[src/include/cmp_aux_defines.svh]
`ifndef CMP_AUX_DEFINES_SVH
`define CMP_AUX_DEFINES_SVH

// ----------------------------------------
// Bus geometry
// ----------------------------------------
`define APB_ADDR_W 12
`define AUX_CTRL_OFFSET 12'h000
`define VREF_CTRL_OFFSET 12'h004

// ----------------------------------------
// Auxiliary control register fields
// ----------------------------------------
`define BIT_SYNC 0
`define BIT_GATE_SRC 1
`define BIT_B_HYS 2
`define BIT_A_HYS 3
`define BIT_ALT_CLK 4
`define AUX_WR_W 5
`define AUX_WR_RESET 5'h02

// ----------------------------------------
// Reference control register fields
// ----------------------------------------
`define VREF_EN_BIT 7
`define VREF_RANGE_BIT 5
`define VREF_LEVEL_MSB 3
`define VREF_WR_MASK 8'hAF
`define VREF_RESET 8'h00

// ----------------------------------------
// Timing
// ----------------------------------------
`define INSTR_DIV_LAST 2'h3
`define PRESCALE_W 2

`endif

[src/include/cmp_aux_pkg.sv]
package cmp_aux_pkg;

	// Read view of the auxiliary control register
	typedef struct packed {
		logic mirror_a;
		logic mirror_b;
		logic unused;
		logic alt_clk;
		logic a_hys;
		logic b_hys;
		logic gate_src;
		logic sync_en;
	} aux_ctrl_t;

	// Timer clock edges as one-cycle pulses
	typedef struct packed {
		logic rise;
		logic fall;
	} tick_t;

endpackage

[src/core/comparator_timer_gate_sync.sv]
// Notes on behaviour
// - Gate source bit: comparator when clear, pin set
// - Comparator gating only with timer on, gating enabled
// - Sync bit latches comparator on timer clock fall
// - Latch uses prescaler output as its clock
// - Timer counts on rising timer clock edges
// - Bits 7 and 6 mirror both comparator outputs
// - Mirror reads leave mismatch latches alone
// - Bit 5 always reads zero
// - Bits 3 and 2 enable hysteresis, one enables
// - Reference enable; clear clamps output to ground
// - Range bit and 4-bit level field
//
// The implementer's own choices: the APB register port and the placing of the registers.
`timescale 1ns/1ps
`include "cmp_aux_defines.svh"

module comparator_timer_gate_sync #(
	parameter int ADDR_W = `APB_ADDR_W,
	parameter int PRESCALE_W = `PRESCALE_W
) (
	input wire logic ref_clk,
	input wire logic reset_n,
	// APB slave
	input wire logic [ADDR_W-1:0] paddr,
	input wire logic psel,
	input wire logic penable,
	input wire logic pwrite,
	input wire logic [31:0] pwdata,
	input wire logic [3:0] pstrb,
	output logic [31:0] prdata,
	output logic pready,
	output logic pslverr,
	// Comparators and timer
	input wire logic cmp_a_output,
	input wire logic cmp_b_output,
	input wire logic timer_gate_pin,
	input wire logic timer_on,
	input wire logic timer_gate_enable,
	input wire logic [PRESCALE_W-1:0] timer_prescale,
	output cmp_aux_pkg::tick_t timer_clk,
	output logic timer_increment,
	output logic synced_cmp_b_output,
	output logic timer_gate,
	output logic timer_alt_clock_select,
	// Analog controls
	output logic cmp_a_hysteresis_enable,
	output logic cmp_b_hysteresis_enable,
	output logic vref_enable,
	output logic vref_clamp,
	output logic vref_range_select,
	output logic [`VREF_LEVEL_MSB:0] vref_level
);

	// ----------------------------------------
	// Declarations
	// ----------------------------------------
	logic [`AUX_WR_W-1:0] aux_q; // Writable auxiliary bits
	logic [7:0] vref_q; // Reference control bits
	cmp_aux_pkg::aux_ctrl_t aux_view; // Register as software reads it
	logic [31:0] prdata_q; // Read data captured in setup
	logic pslverr_q; // Unmapped address flag
	logic setup; // APB setup cycle
	logic wr_acc; // APB write access cycle
	logic [1:0] hit; // Decoded register select
	logic [1:0] setup_hit; // Decode of the setup address

	// One-hot select: bit 0 auxiliary, bit 1 reference
	function automatic logic [1:0] decode(input logic [ADDR_W-1:0] a);
		logic [1:0] h;
		h = 2'h0;
		h[0] = (a == `AUX_CTRL_OFFSET);
		h[1] = (a == `VREF_CTRL_OFFSET);
		return h;
	endfunction

	// ----------------------------------------
	// APB handshake
	// ----------------------------------------
	// Zero wait states: every access completes in one cycle
	assign pready = psel & penable;
	assign setup = psel & ~penable;
	assign wr_acc = psel & penable & pwrite;
	assign hit = decode(paddr);
	assign setup_hit = decode(paddr);
	assign prdata = prdata_q;
	assign pslverr = pslverr_q;

	// ----------------------------------------
	// Auxiliary control register
	// ----------------------------------------
	// Software writes only the low five bits
	always_ff @(posedge ref_clk or negedge reset_n) begin
		if (!reset_n) begin
			aux_q <= `AUX_WR_RESET;
		end else if (wr_acc && hit[0] && pstrb[0]) begin
			aux_q <= pwdata[`AUX_WR_W-1:0];
		end
	end

	// Mirrors are live comparator levels; a read changes nothing
	always_comb begin
		aux_view.mirror_a = cmp_a_output;
		aux_view.mirror_b = cmp_b_output;
		aux_view.unused = 1'b0;
		aux_view.alt_clk = aux_q[`BIT_ALT_CLK];
		aux_view.a_hys = aux_q[`BIT_A_HYS];
		aux_view.b_hys = aux_q[`BIT_B_HYS];
		aux_view.gate_src = aux_q[`BIT_GATE_SRC];
		aux_view.sync_en = aux_q[`BIT_SYNC];
	end

	// ----------------------------------------
	// Reference control register
	// ----------------------------------------
	// Reserved bits are dropped on write
	always_ff @(posedge ref_clk or negedge reset_n) begin
		if (!reset_n) begin
			vref_q <= `VREF_RESET;
		end else if (wr_acc && hit[1] && pstrb[0]) begin
			vref_q <= pwdata[7:0] & `VREF_WR_MASK;
		end
	end

	// ----------------------------------------
	// Read path
	// ----------------------------------------
	// Sampled in setup, so data is stable through access
	always_ff @(posedge ref_clk or negedge reset_n) begin
		if (!reset_n) begin
			prdata_q <= 32'h0000_0000;
		end else if (setup) begin
			if (setup_hit[0]) begin
				prdata_q <= {24'h00_0000, aux_view};
			end else if (setup_hit[1]) begin
				prdata_q <= {24'h00_0000, vref_q};
			end else begin
				prdata_q <= 32'h0000_0000;
			end
		end
	end

	// Error answer for an address outside the map
	always_ff @(posedge ref_clk or negedge reset_n) begin
		if (!reset_n) begin
			pslverr_q <= 1'b0;
		end else if (setup) begin
			pslverr_q <= (setup_hit == 2'h0);
		end
	end

	// ----------------------------------------
	// Timer clock and comparator sync
	// ----------------------------------------
	// Selected source, then prescaler, then edge pulses
	timer_clock_gen #(
		.PRESCALE_W(PRESCALE_W)
	) u_clk (
		.ref_clk(ref_clk),
		.reset_n(reset_n),
		.alt_sel(aux_q[`BIT_ALT_CLK]),
		.prescale(timer_prescale),
		.tick(timer_clk)
	);

	// Comparator latched on the post-prescaler falling edge
	cmp_sync_latch u_sync (
		.ref_clk(ref_clk),
		.reset_n(reset_n),
		.fall(timer_clk.fall),
		.sync_en(aux_q[`BIT_SYNC]),
		.cmp_raw(cmp_b_output),
		.cmp_out(synced_cmp_b_output)
	);

	// ----------------------------------------
	// Gate and increment
	// ----------------------------------------
	// Pin when the select bit is set, comparator otherwise
	assign timer_gate = aux_q[`BIT_GATE_SRC] ? timer_gate_pin : synced_cmp_b_output;

	// Gate counts only when timer runs and gating is on
	assign timer_increment = timer_clk.rise & timer_on
		& (~timer_gate_enable | timer_gate);

	// ----------------------------------------
	// Analog control outputs
	// ----------------------------------------
	assign timer_alt_clock_select = aux_q[`BIT_ALT_CLK];
	assign cmp_a_hysteresis_enable = aux_q[`BIT_A_HYS];
	assign cmp_b_hysteresis_enable = aux_q[`BIT_B_HYS];
	assign vref_enable = vref_q[`VREF_EN_BIT];
	// Clamp holds the reference at ground with no current drawn
	assign vref_clamp = ~vref_q[`VREF_EN_BIT];
	assign vref_range_select = vref_q[`VREF_RANGE_BIT];
	assign vref_level = vref_q[`VREF_LEVEL_MSB:0];
endmodule

[src/core/timer_clock_gen.sv]
`timescale 1ns/1ps
`include "cmp_aux_defines.svh"

module timer_clock_gen #(
	parameter int PRESCALE_W = `PRESCALE_W
) (
	input wire logic ref_clk,
	input wire logic reset_n,
	input wire logic alt_sel,
	input wire logic [PRESCALE_W-1:0] prescale,
	output cmp_aux_pkg::tick_t tick
);

	// ----------------------------------------
	// Source clock enables
	// ----------------------------------------
	logic [1:0] instr_cnt_q; // Oscillator divided by four
	logic src_pulse; // One source clock period elapsed
	logic [(1<<PRESCALE_W)-1:0] psc_cnt_q; // Prescaler chain
	logic clk_bit_q; // Post-prescaler timer clock level
	logic clk_prev_q; // Level one cycle earlier

	// Instruction clock divider, free running
	always_ff @(posedge ref_clk or negedge reset_n) begin
		if (!reset_n) begin
			instr_cnt_q <= 2'h0;
		end else begin
			instr_cnt_q <= instr_cnt_q + 2'h1;
		end
	end

	// System clock every cycle, else instruction clock
	assign src_pulse = alt_sel | (instr_cnt_q == `INSTR_DIV_LAST);

	// ----------------------------------------
	// Prescaler and edge detection
	// ----------------------------------------
	// Ripple count of source pulses
	always_ff @(posedge ref_clk or negedge reset_n) begin
		if (!reset_n) begin
			psc_cnt_q <= '0;
		end else if (src_pulse) begin
			psc_cnt_q <= psc_cnt_q + 1'b1;
		end
	end

	// Timer clock taken after the prescaler
	always_ff @(posedge ref_clk or negedge reset_n) begin
		if (!reset_n) begin
			clk_bit_q <= 1'b0;
			clk_prev_q <= 1'b0;
		end else begin
			clk_bit_q <= psc_cnt_q[prescale];
			clk_prev_q <= clk_bit_q;
		end
	end

	// Rising and falling edges never share a cycle
	assign tick.rise = clk_bit_q & ~clk_prev_q;
	assign tick.fall = ~clk_bit_q & clk_prev_q;
endmodule

[src/core/cmp_sync_latch.sv]
`timescale 1ns/1ps

module cmp_sync_latch (
	input wire logic ref_clk,
	input wire logic reset_n,
	input wire logic fall,
	input wire logic sync_en,
	input wire logic cmp_raw,
	output logic cmp_out
);

	// ----------------------------------------
	// Falling-edge latch
	// ----------------------------------------
	logic latch_q; // Comparator level at last falling edge

	// Capture only on the timer clock falling edge
	always_ff @(posedge ref_clk or negedge reset_n) begin
		if (!reset_n) begin
			latch_q <= 1'b0;
		end else if (fall) begin
			latch_q <= cmp_raw;
		end
	end

	// Latched when enabled, otherwise passed straight through
	assign cmp_out = sync_en ? latch_q : cmp_raw;

endmodule

[config.mk]
export PLATFORM = sky130hd
export DESIGN_NAME = comparator_timer_gate_sync
export DESIGN_NICKNAME = d
export VERILOG_FILES = /design/src/include/cmp_aux_pkg.sv /design/src/core/comparator_timer_gate_sync.sv /design/src/core/timer_clock_gen.sv /design/src/core/cmp_sync_latch.sv
export VERILOG_INCLUDE_DIRS = /design/src /design/src/include
export SDC_FILE = /design/constraint.sdc
export NUM_CORES = 1
export LEC_CHECK = 0
export ABC_CLOCK_PERIOD_IN_PS = 1350
export BUFFER_PORTS_ARGS = -buffer_cell sky130_fd_sc_hd__buf_2
export CAP_MARGIN = 20
export CORE_ASPECT_RATIO = 1.1
export CORE_UTILIZATION = 37
export CTS_CLUSTER_DIAMETER = 50
export CTS_CLUSTER_SIZE = 20
export DETAILED_ROUTE_END_ITERATION = 7
export GPL_ROUTABILITY_DRIVEN = 0
export PLACE_DENSITY = 0.77
export SLEW_MARGIN = 20
export SYNTH_ARGS = -nofsm -noshare
export SYNTH_HDL_FRONTEND = slang
export SYNTH_SLANG_ARGS = --single-unit
[constraint.sdc]
create_clock -name ref_clk -period 1.35 [get_ports ref_clk]
set_input_delay 0.27 -clock ref_clk [delete_from_list [all_inputs] [get_ports ref_clk]]
set_output_delay 0.27 -clock ref_clk [all_outputs]
set_load 0.05 [all_outputs]
==> summary.txt, run 1 <==
YS warnings = 0
clock skew = 0.00454 ns
Synth Flop Type = dfrtp_1
global-route wire length before repair = 4770 µm
Cell Rows = 24
largest net degree at the start of global routing = 17
Crit path top cell by count = mux2_4
Reg area = 727 µm²
setup ws final = -0.539 ns
Peak supply drop = 0.000574 V
async set-or-reset flop fraction in the synthesized netlist = 100%
Post-Syn Instances = 126
Multi-input gate area = 746 µm²
die area = 4400 µm²
root buf cell = clkbuf_8
worst-skew pair later-pin latency = 0.27 ns
GRT Resource Usage Total = 14.3%
final hold violation count = 0
H-tree levels = 2
die width = 63.3 µm
worst-path cell chain = mux2_4, mux2_4, o211a_4, buf_6
I/O Buffers = 56
grt total ovfl = 0
Pre-Repair DR Iteration Count = 4
critical path fanouts, max = 2
via count = 1098
WL/cell = 11.3 µm
initial antenna violation count = 0
max-cap viol count = 0
worst path arrival time = 1.62 ns
Min Hold Slack = 0.229 ns
Routed WL = 2850 µm
Clk pin slew, worst setup/hold paths = 0.06 ns
DP HPWL = 2210 µm
setup violators final = 23
Vias/cell = 4.36
static leakage = 1.12 nW
Syn Area/Cell = 12.1 µm²
Non-Filler Instances = 252
Final Core Density = 53.2%
sequential-to-total area share from yosys stat = 47.5%
DRC Markers = 0
failing checks = setup timing
Synth Register Bits = 29
CTS Sinks = 29
Final nets = 261
post-synth top area cell = dfrtp_1
DRT iter0 DRCs = 22
crit path time final = 1.89 ns
Crit-path slowest cell = dfrtp_1
Initial Util = 38.6%
Setup CP Type = reg -> out
Area Growth Syn to Fin = 37.9%
placed cell count = 242
RSZ-0062 raised after global routing = true
core area = 3960 µm²
nature of the critical path endpoint = primary output
Setup WS pre-CTS = -0.508 ns
share of layout cells above drive strength 1 = 56.0%
setup_tns = -4.51 ns
Post-synth EDFFs = 0
Netlist Area Pre-Place = 1530 µm²
status = finished, violations left
num ports = 109
CP required = 1.08 ns
n_diodes = 0
Final ANT Viol Nets = 0
startpoint types = register
Area contributors post-synth = dfrtp_1, buf_4, mux2_2
fill count = 374
Distinct cells, synth = 30
number of global-route vias before repair = 1105
slowest stage delay, CP = 0.39 ns
flop2flop setup slack = 0.17 ns
fmax = 0.529 GHz
clk buf depth = 2
PwrDens = 953 nW/µm²
fin crit share = 140%
Synth top area share = 45.8%
CTS tree = built
die span in y = 69.5 µm
CTS buffer count = 5
worst hold-check path type = in -> reg
max-slew violation count = 0
layout by cell type (no fill, tap or decap), types with 2 or more instances in the layout:
cell       n
o21ai_2    8
clkbuf_8   6
or4_4      4
nand2b_1   3
inv_1      4
nor4_4     2
nor2b_4    2
clkbuf_1   2
mux2_4    13
nor2_1     2
buf_4      9
buf_6     11
xnor2_1    2
buf_2     49
nand2_1    9
mux2i_1    5
mux2_2     2
conb_1    24
dfrtp_1   28
ha_1       2
power breakdown:
group | leakage [nW] | switching (mW) | internal [mW]
sequential | 0.374 | 0.0206 | 0.895
clock | 0.0455 | 0.294 | 0.414
combinational | 0.702 | 0.264 | 0.122
registers in the layout, indices dropped and copies added (netlist names):
signal and cells:
aux_q 5, prdata 8, pslverr 1, u_clk.clk_bit_q 1, u_clk.clk_prev_q 1, u_clk.instr_cnt_q 2
u_clk.psc_cnt_q 4, u_sync.latch_q 1, vref_q 6
worst max-delay path: cells and delay by family, from the launching register on:
kind	cells	cell delay (ns)
mux	2	0.58
flops	1	0.39
compound gates	1	0.23
buf+inv	1	0.15
layout make-up:
type	instances	share of cell area [%]
well taps	52	3.08
clock buffers	8	4.27
repair buffers	71	22.1
multi-input cells	88	35.3
inverters	4	0.712
flip-flops and latches	29	34.5
cell usage after synthesis (all sizes together) (2+ instances only):
library cell / n
nand2: 9
dfrtp: 28
ha: 2
mux2: 15
nor2b: 2
buf: 27
o21ai: 9
xnor2: 2
or4: 4
mux2i: 5
nand2b: 3
nor4: 2
inv: 4
nor2: 2
logic make-up (layout without fill, tap and decap cells):
group,after synthesis,count (layout),synth area share [%]
compound gates,11,11,6.05
flops,29,29,47.5
simple gates,27,27,12.5
other cells,1,24,0.245
fa+ha+maj,2,2,1.64
xor+xnor,3,3,1.72
buf+inv,32,83,14.6
mux,21,21,15.8
final timing paths:
| path | start | end | cells past startpoint |
|---|---|---|---|
| max reg2reg | u_clk.instr_cnt_q[0] | u_clk.psc_cnt_q[1] | 3 |
| min | pwdata[4] | aux_q[4] | 2 |
| min in group asynchronous | reset_n | u_clk.clk_bit_q | 2 |
| min reg2reg | u_clk.instr_cnt_q[0] | u_clk.instr_cnt_q[0] | 1 |
| max | aux_q[0] | timer_increment | 4 |
| max in group asynchronous | reset_n | aux_q[1] | 3 |
per-layer routing:
metal	GRT usage, %	part of all wire, %	vias up
met3	4.77	6.5	4
met2	23.9	51	50
met5	0	0	-
met1	16.7	42	521
met4	6.06	1.1	0
li1	-	-	523
repair_timing:
item / in CTS / in global routing
resized for setup: 18 / 4
pin swaps: 3 / 2
hold buffers: 1 / 0
hold endpoints to repair: 13 / 0
endpoints found under the setup margin: 25 / 25
buffers inserted: 1 / 0
through the flow:
stage / power [mW] / area, µm²
finish: 2.01 / 2110
global route: 2.10 / 2110
CTS: 2.03 / 2090
detailed placement: 1.29 / 1910
global placement: 1.28 / 1910
floorplan: 1.25 / 1680
Power figures use the tool's default switching activity.
==> inputs of run 2 (changes only) <==
--- a/config.mk
+++ b/config.mk
@@ -6,16 +6,17 @@
 export SDC_FILE = /design/constraint.sdc
 export NUM_CORES = 1
 export LEC_CHECK = 0
-export ABC_CLOCK_PERIOD_IN_PS = 1350
+export ABC_CLOCK_PERIOD_IN_PS = 1900
 export BUFFER_PORTS_ARGS = -buffer_cell sky130_fd_sc_hd__buf_2
 export CAP_MARGIN = 20
 export CORE_ASPECT_RATIO = 1.1
-export CORE_UTILIZATION = 37
+export CORE_UTILIZATION = 41
 export CTS_CLUSTER_DIAMETER = 50
 export CTS_CLUSTER_SIZE = 20
 export DETAILED_ROUTE_END_ITERATION = 7
 export GPL_ROUTABILITY_DRIVEN = 0
-export PLACE_DENSITY = 0.77
+export HOLD_SLACK_MARGIN = 0.06
+export PLACE_DENSITY = 0.8
 export SLEW_MARGIN = 20
 export SYNTH_ARGS = -nofsm -noshare
 export SYNTH_HDL_FRONTEND = slang
==> constraint.sdc (replaced) <==
create_clock -name ref_clk -period 1.9 [get_ports ref_clk]
set_input_delay 0.38 -clock ref_clk [delete_from_list [all_inputs] [get_ports ref_clk]]
set_output_delay 0.38 -clock ref_clk [all_outputs]
set_load 0.05 [all_outputs]
==> summary.txt, run 2 (synthesis results as in run 1) <==
num ports = 109 (unchanged)
static leakage = 1.04 nW (-7.6%)
CP required = 1.52 ns (+0.44 ns)
max_slew headroom = 58.5%
GRT Resource Usage Total = 15.6% (+1.3 points)
most frequent cells in the layout = buf_2, dfrtp_1, conb_1
initial antenna violation count = 0 (unchanged)
Crit path top cell by count = mux2_4
M1 wire length = 1020 µm (-14%)
DRC Markers = 0 (unchanged)
die width = 60.3 µm (-4.8%)
core area = 3440 µm² (-13%)
largest net degree at the start of global routing = 30 (+13)
die area = 3980 µm² (-9.5%)
most common cell after layout, fill and taps aside = buf_2
slowest stage delay, CP = 0.41 ns (+0.02 ns)
root buf cell = clkbuf_4
CTS Sinks = 29 (unchanged)
clk buf depth = 2 (unchanged)
fin crit share = 110%
Initial Util = 44.5% (+5.9 points)
Crit-path slowest cell = dfrtp_1
total design power = 1.32 mW (-34%)
Setup WS pre-CTS = -0.120 ns (+0.387 ns)
number of global-route vias before repair = 1067 (-3.4%)
Clk pin slew, worst setup/hold paths = 0.10 ns (+0.04 ns)
Final nets = 253 (-3.1%)
failing checks = setup timing
worst path arrival time = 1.70 ns (+0.08 ns)
final hold violation count = 0 (unchanged)
Area Growth Syn to Fin = 23.9%
Routed WL = 2710 µm (-4.8%)
n_diodes = 0 (unchanged)
Setup CP Type = reg -> out
WL met3 = 234 µm (+27%)
H-tree levels = 2 (unchanged)
uppermost routed layer = met4
Cell Rows = 22 (-8.3%)
WL/cell = 11.3 µm (about the same)
DRT iter0 DRCs = 22 (unchanged)
DP HPWL = 2150 µm (-2.9%)
worst-margin pin slew = 0.622 ns
Vias/cell = 4.56 (+4.7%)
Peak supply drop = 0.000434 V (-24%)
setup ws final = -0.183 ns (+0.356 ns)
CTS tree = built
Min Hold Slack = 0.0545 ns (-0.175 ns)
critical path fanouts, max = 2 (unchanged)
met2 routed wirelength = 1420 µm (-1.1%)
grt total ovfl = 0 (unchanged)
crit path time final = 2.08 ns
die span in y = 66.1 µm (-4.9%)
global-route wire length before repair = 4510 µm (-5.5%)
worst-path cell chain = mux2_4, mux2_4, o211a_4, buf_6
flop2flop setup slack = 0.62 ns (+0.45 ns)
nature of the critical path endpoint = primary output
setup violators final = 2 (-91%)
status = finished, violations left
max-cap viol count = 0 (unchanged)
I/O Buffers = 56 (unchanged)
Non-Filler Instances = 240 (-4.8%)
Final ANT Viol Nets = 0 (unchanged)
startpoint types = register
worst hold-check path type = in -> async
clock skew = 0.00667 ns (+0.00213 ns)
CTS buffer count = 5 (unchanged)
PwrDens = 697 nW/µm² (-27%)
Pre-Repair DR Iteration Count = 2 (-2)
share of layout cells above drive strength 1 = 54.2% (-1.8 points)
Largest register FFs = 8 (unchanged)
fmax = 0.480 GHz
fill count = 315 (-16%)
max-slew violation count = 0 (unchanged)
via count = 1095 (-0.27%)
worst-skew pair later-pin latency = 0.33 ns (+0.06 ns)
placed cell count = 231 (-4.5%)
RSZ-0062 raised after global routing = true
## run 2: changes by cell type in the layout (fill, tap and decap cells not counted), sizes merged
| cell | delta |
|---|---|
| clkbuf | -1 |
| clkinv | +1 |
| buf | -7 |
| dlygate4sd3 | -1 |
## run 2: area by class of cell
| type | count | area, µm² | share of cell area (%) |
|---|---|---|---|
| Clock buffer | 7 | 65.1 | 3.43 |
| Sequential cell | 29 | 727 | 38.3 |
| Inverter | 4 | 15.0 | 0.792 |
| Timing Repair Buffer | 63 | 339 | 17.9 |
| Clock inverter | 1 | 5.00 | 0.264 |
| Multi-Input combinational cell | 88 | 684 | 36.1 |
| Tap cell | 48 | 60.1 | 3.17 |
## run 2: metrics by stage
stage | cell area (µm²) | TNS [ns] | util (%)
finish | 1900 | -0.203 | 55.1
global placement | 1810 | -1.26 | 52.7
CTS | 1900 | -0.242 | 55.1
global route | 1900 | -0.332 | 55.1
floorplan | 1630 | 0 | -
detailed placement | 1810 | -1.56 | 52.7
## run 2: worst max-delay path, delay by kind of cell (launching register included)
family	cells	cell delay, ns
AO/OA/AOI/OAI	1	0.23
multiplexers	2	0.59
flip-flops	1	0.41
buffers and inverters	1	0.15
## run 2: repair_timing
action | CTS | global route
gates resized for setup | 2 | 0
hold buffers | 0 | 0
endpoints found under the hold margin | 0 | 0
setup endpoints to repair | 2 | 2
setup buffers | 1 | 0
## run 2: where the power goes
part	switching [mW]	internal [mW]	leakage (nW)
clock	0.214	0.214	0.0413
combinational	0.184	0.0617	0.620
sequential	0.0124	0.634	0.374
total	0.411	0.910	1.04
## run 2: metal layers
metal | GRT usage [%] | up-vias
li1 | - | 512
met1 | 16.2 | 529
met2 | 26.8 | 52
met3 | 6.26 | 2
met4 | 6.98 | 0
met5 | 0 | -
## run 2: path summary, 6_finish.rpt
kind / from / endpoint / cells after the start
setup / recovery: aux_q[0] / timer_increment / 4
hold / removal: reset_n / u_clk.psc_cnt_q[0] / 1
hold reg to reg: u_clk.clk_bit_q / u_clk.clk_prev_q / 0
min in group ref_clk: pwdata[4] / aux_q[4] / 2
max in group asynchronous: reset_n / prdata[0] / 1
setup reg to reg: u_clk.instr_cnt_q[0] / u_clk.psc_cnt_q[1] / 3
==> inputs of run 3 (changes only) <==
--- a/config.mk
+++ b/config.mk
@@ -16,7 +16,7 @@
 export DETAILED_ROUTE_END_ITERATION = 7
 export GPL_ROUTABILITY_DRIVEN = 0
 export HOLD_SLACK_MARGIN = 0.06
-export PLACE_DENSITY = 0.8
+export PLACE_DENSITY_LB_ADDON = 0.15
 export SLEW_MARGIN = 20
 export SYNTH_ARGS = -nofsm -noshare
 export SYNTH_HDL_FRONTEND = slang
==> summary.txt, run 3 (synthesis results as in run 1) <==
Final Cell Area = 1880 µm² (-0.79%)
total design power = 1.26 mW (-4.4%)
CP required = 1.52 ns (about the same)
RSZ-0062 raised after global routing = true
die width = 60.3 µm (unchanged)
Vias/cell = 4.44 (-2.8%)
num ports = 109 (unchanged)
die span in y = 66.1 µm (unchanged)
grt total ovfl = 0 (unchanged)
r2r worst-path depth = 3 (unchanged)
global-route wire length before repair = 4490 µm (-0.44%)
final hold violation count = 0 (unchanged)
nature of the critical path endpoint = primary output
clock skew = 0.00370 ns (-0.00297 ns)
worst hold-check path type = in -> async
flop2flop setup slack = 0.65 ns (+0.03 ns)
Final ANT Viol Nets = 0 (unchanged)
critical path fanouts, max = 2 (unchanged)
number of global-route vias before repair = 1066 (-0.094%)
Largest register FFs = 8 (unchanged)
fmax = 0.481 GHz (+0.13%)
largest net degree at the start of global routing = 30 (unchanged)
Worst R2R Start = u_clk.instr_cnt_q[0]
crit path time final = 2.08 ns (-0.00265 ns)
CTS tree = built
CTS buffer count = 5 (unchanged)
fin crit share = 109% (-0.14 points)
Routed WL = 2680 µm (-1.1%)
most common cell after layout, fill and taps aside = buf_2
I/O Buffers = 56 (unchanged)
initial antenna violation count = 0 (unchanged)
CTS Sinks = 29 (unchanged)
core area = 3440 µm² (unchanged)
setup violators final = 2 (unchanged)
Final nets = 253 (unchanged)
worst-margin pin slew = 0.604 ns (-0.0189 ns)
startpoint types = register
via count = 1060 (-3.2%)
clk buf depth = 2 (unchanged)
Setup CP Type = reg -> out
Min Hold Slack = 0.0631 ns (+0.00856 ns)
DRC Markers = 0 (unchanged)
Clk pin slew, worst setup/hold paths = 0.08 ns (-0.02 ns)
WL/cell = 11.2 µm (-0.73%)
max_slew headroom = 59.8% (+1.3 points)
max-cap viol count = 0 (unchanged)
share of layout cells above drive strength 1 = 53.4% (-0.76 points)
failing checks = setup timing
most frequent cells in the layout = buf_2, dfrtp_1, conb_1
n_diodes = 0 (unchanged)
setup ws final = -0.180 ns (+0.00265 ns)
H-tree levels = 2 (unchanged)
Cell Rows = 22 (unchanged)
die area = 3980 µm² (unchanged)
max-slew violation count = 0 (unchanged)
DP HPWL = 2150 µm (about the same)
PwrDens = 672 nW/µm² (-3.6%)
status = finished, violations left
root buf cell = clkbuf_4
static leakage = 1.03 nW (-0.96%)
worst-skew pair later-pin latency = 0.32 ns (about the same)
Post-DP Area = 1810 µm² (unchanged)
Area Growth Syn to Fin = 22.9%
DRT iter0 DRCs = 14 (-36%)
Pre-Repair DR Iteration Count = 4 (+2)
GRT Resource Usage Total = 15.8% (+0.19 points)
CTS Hold Bufs = 0 (unchanged)
Peak supply drop = 0.000394 V (-9.2%)
Initial Util = 44.5% (unchanged)
R2R Path End = u_clk.psc_cnt_q[1]
worst path arrival time = 1.70 ns (about the same)
-- run 3: layout make-up --
class                           count  area, µm²
Inverter                            4       15.0
Clock buffer                        7       55.1
Timing Repair Buffer               63        339
Sequential cell                    29        727
Multi-Input combinational cell     88        684
Fill cell                         323       1560
Tap cell                           48       60.1
-- run 3: how the worst max path moves through the flow --
stage	from	end	slack, ns	cells after the start
after floorplan	paddr[9]	pslverr	0.002	4
after global placement	paddr[9]	pslverr	-0.11	4
after detailed placement	paddr[9]	pslverr	-0.13	4
after CTS	aux_q[0]	timer_increment	-0.20	4
after global routing	aux_q[0]	timer_increment	-0.23	4
final	aux_q[0]	timer_increment	-0.18	4
-- run 3: power by group --
group | leakage [nW] | internal, mW | switching [mW]
logic | 0.620 | 0.0616 | 0.184
clock network | 0.0314 | 0.174 | 0.195
registers | 0.374 | 0.634 | 0.0129
total | 1.03 | 0.870 | 0.393
-- run 3: stage by stage --
step	util, %	TNS, ns	worst slack [ns]	instances
detailed placement	52.7	-1.74	-0.128	231
global placement	52.7	-1.52	-0.113	231
CTS	54.7	-0.243	-0.203	239
floorplan	-	0	0.00244	149
finish	54.7	-0.194	-0.180	239
global route	54.7	-0.282	-0.226	239
-- run 3: repair_timing --
action,4_1_cts,5_1_grt
setup endpoints to repair,2,2
gates resized for setup,2,0
setup buffers,1,0
-- run 3: worst max-delay path, cell delays in order (launching register included) --
cell and delay, ns:
dfrtp_1 0.41, mux2_4 0.31, mux2_4 0.28, o211a_4 0.23, buf_6 0.15
-- run 3: layer usage --
layer | wire length [µm] | GRT usage, % | vias up
li1 | - | - | 510
met5 | 0 | 0 | -
met2 | 1490 | 27.2 | 48
met3 | 135 | 4.70 | 10
met1 | 982 | 16.5 | 492
met4 | 72 | 9.30 | 0
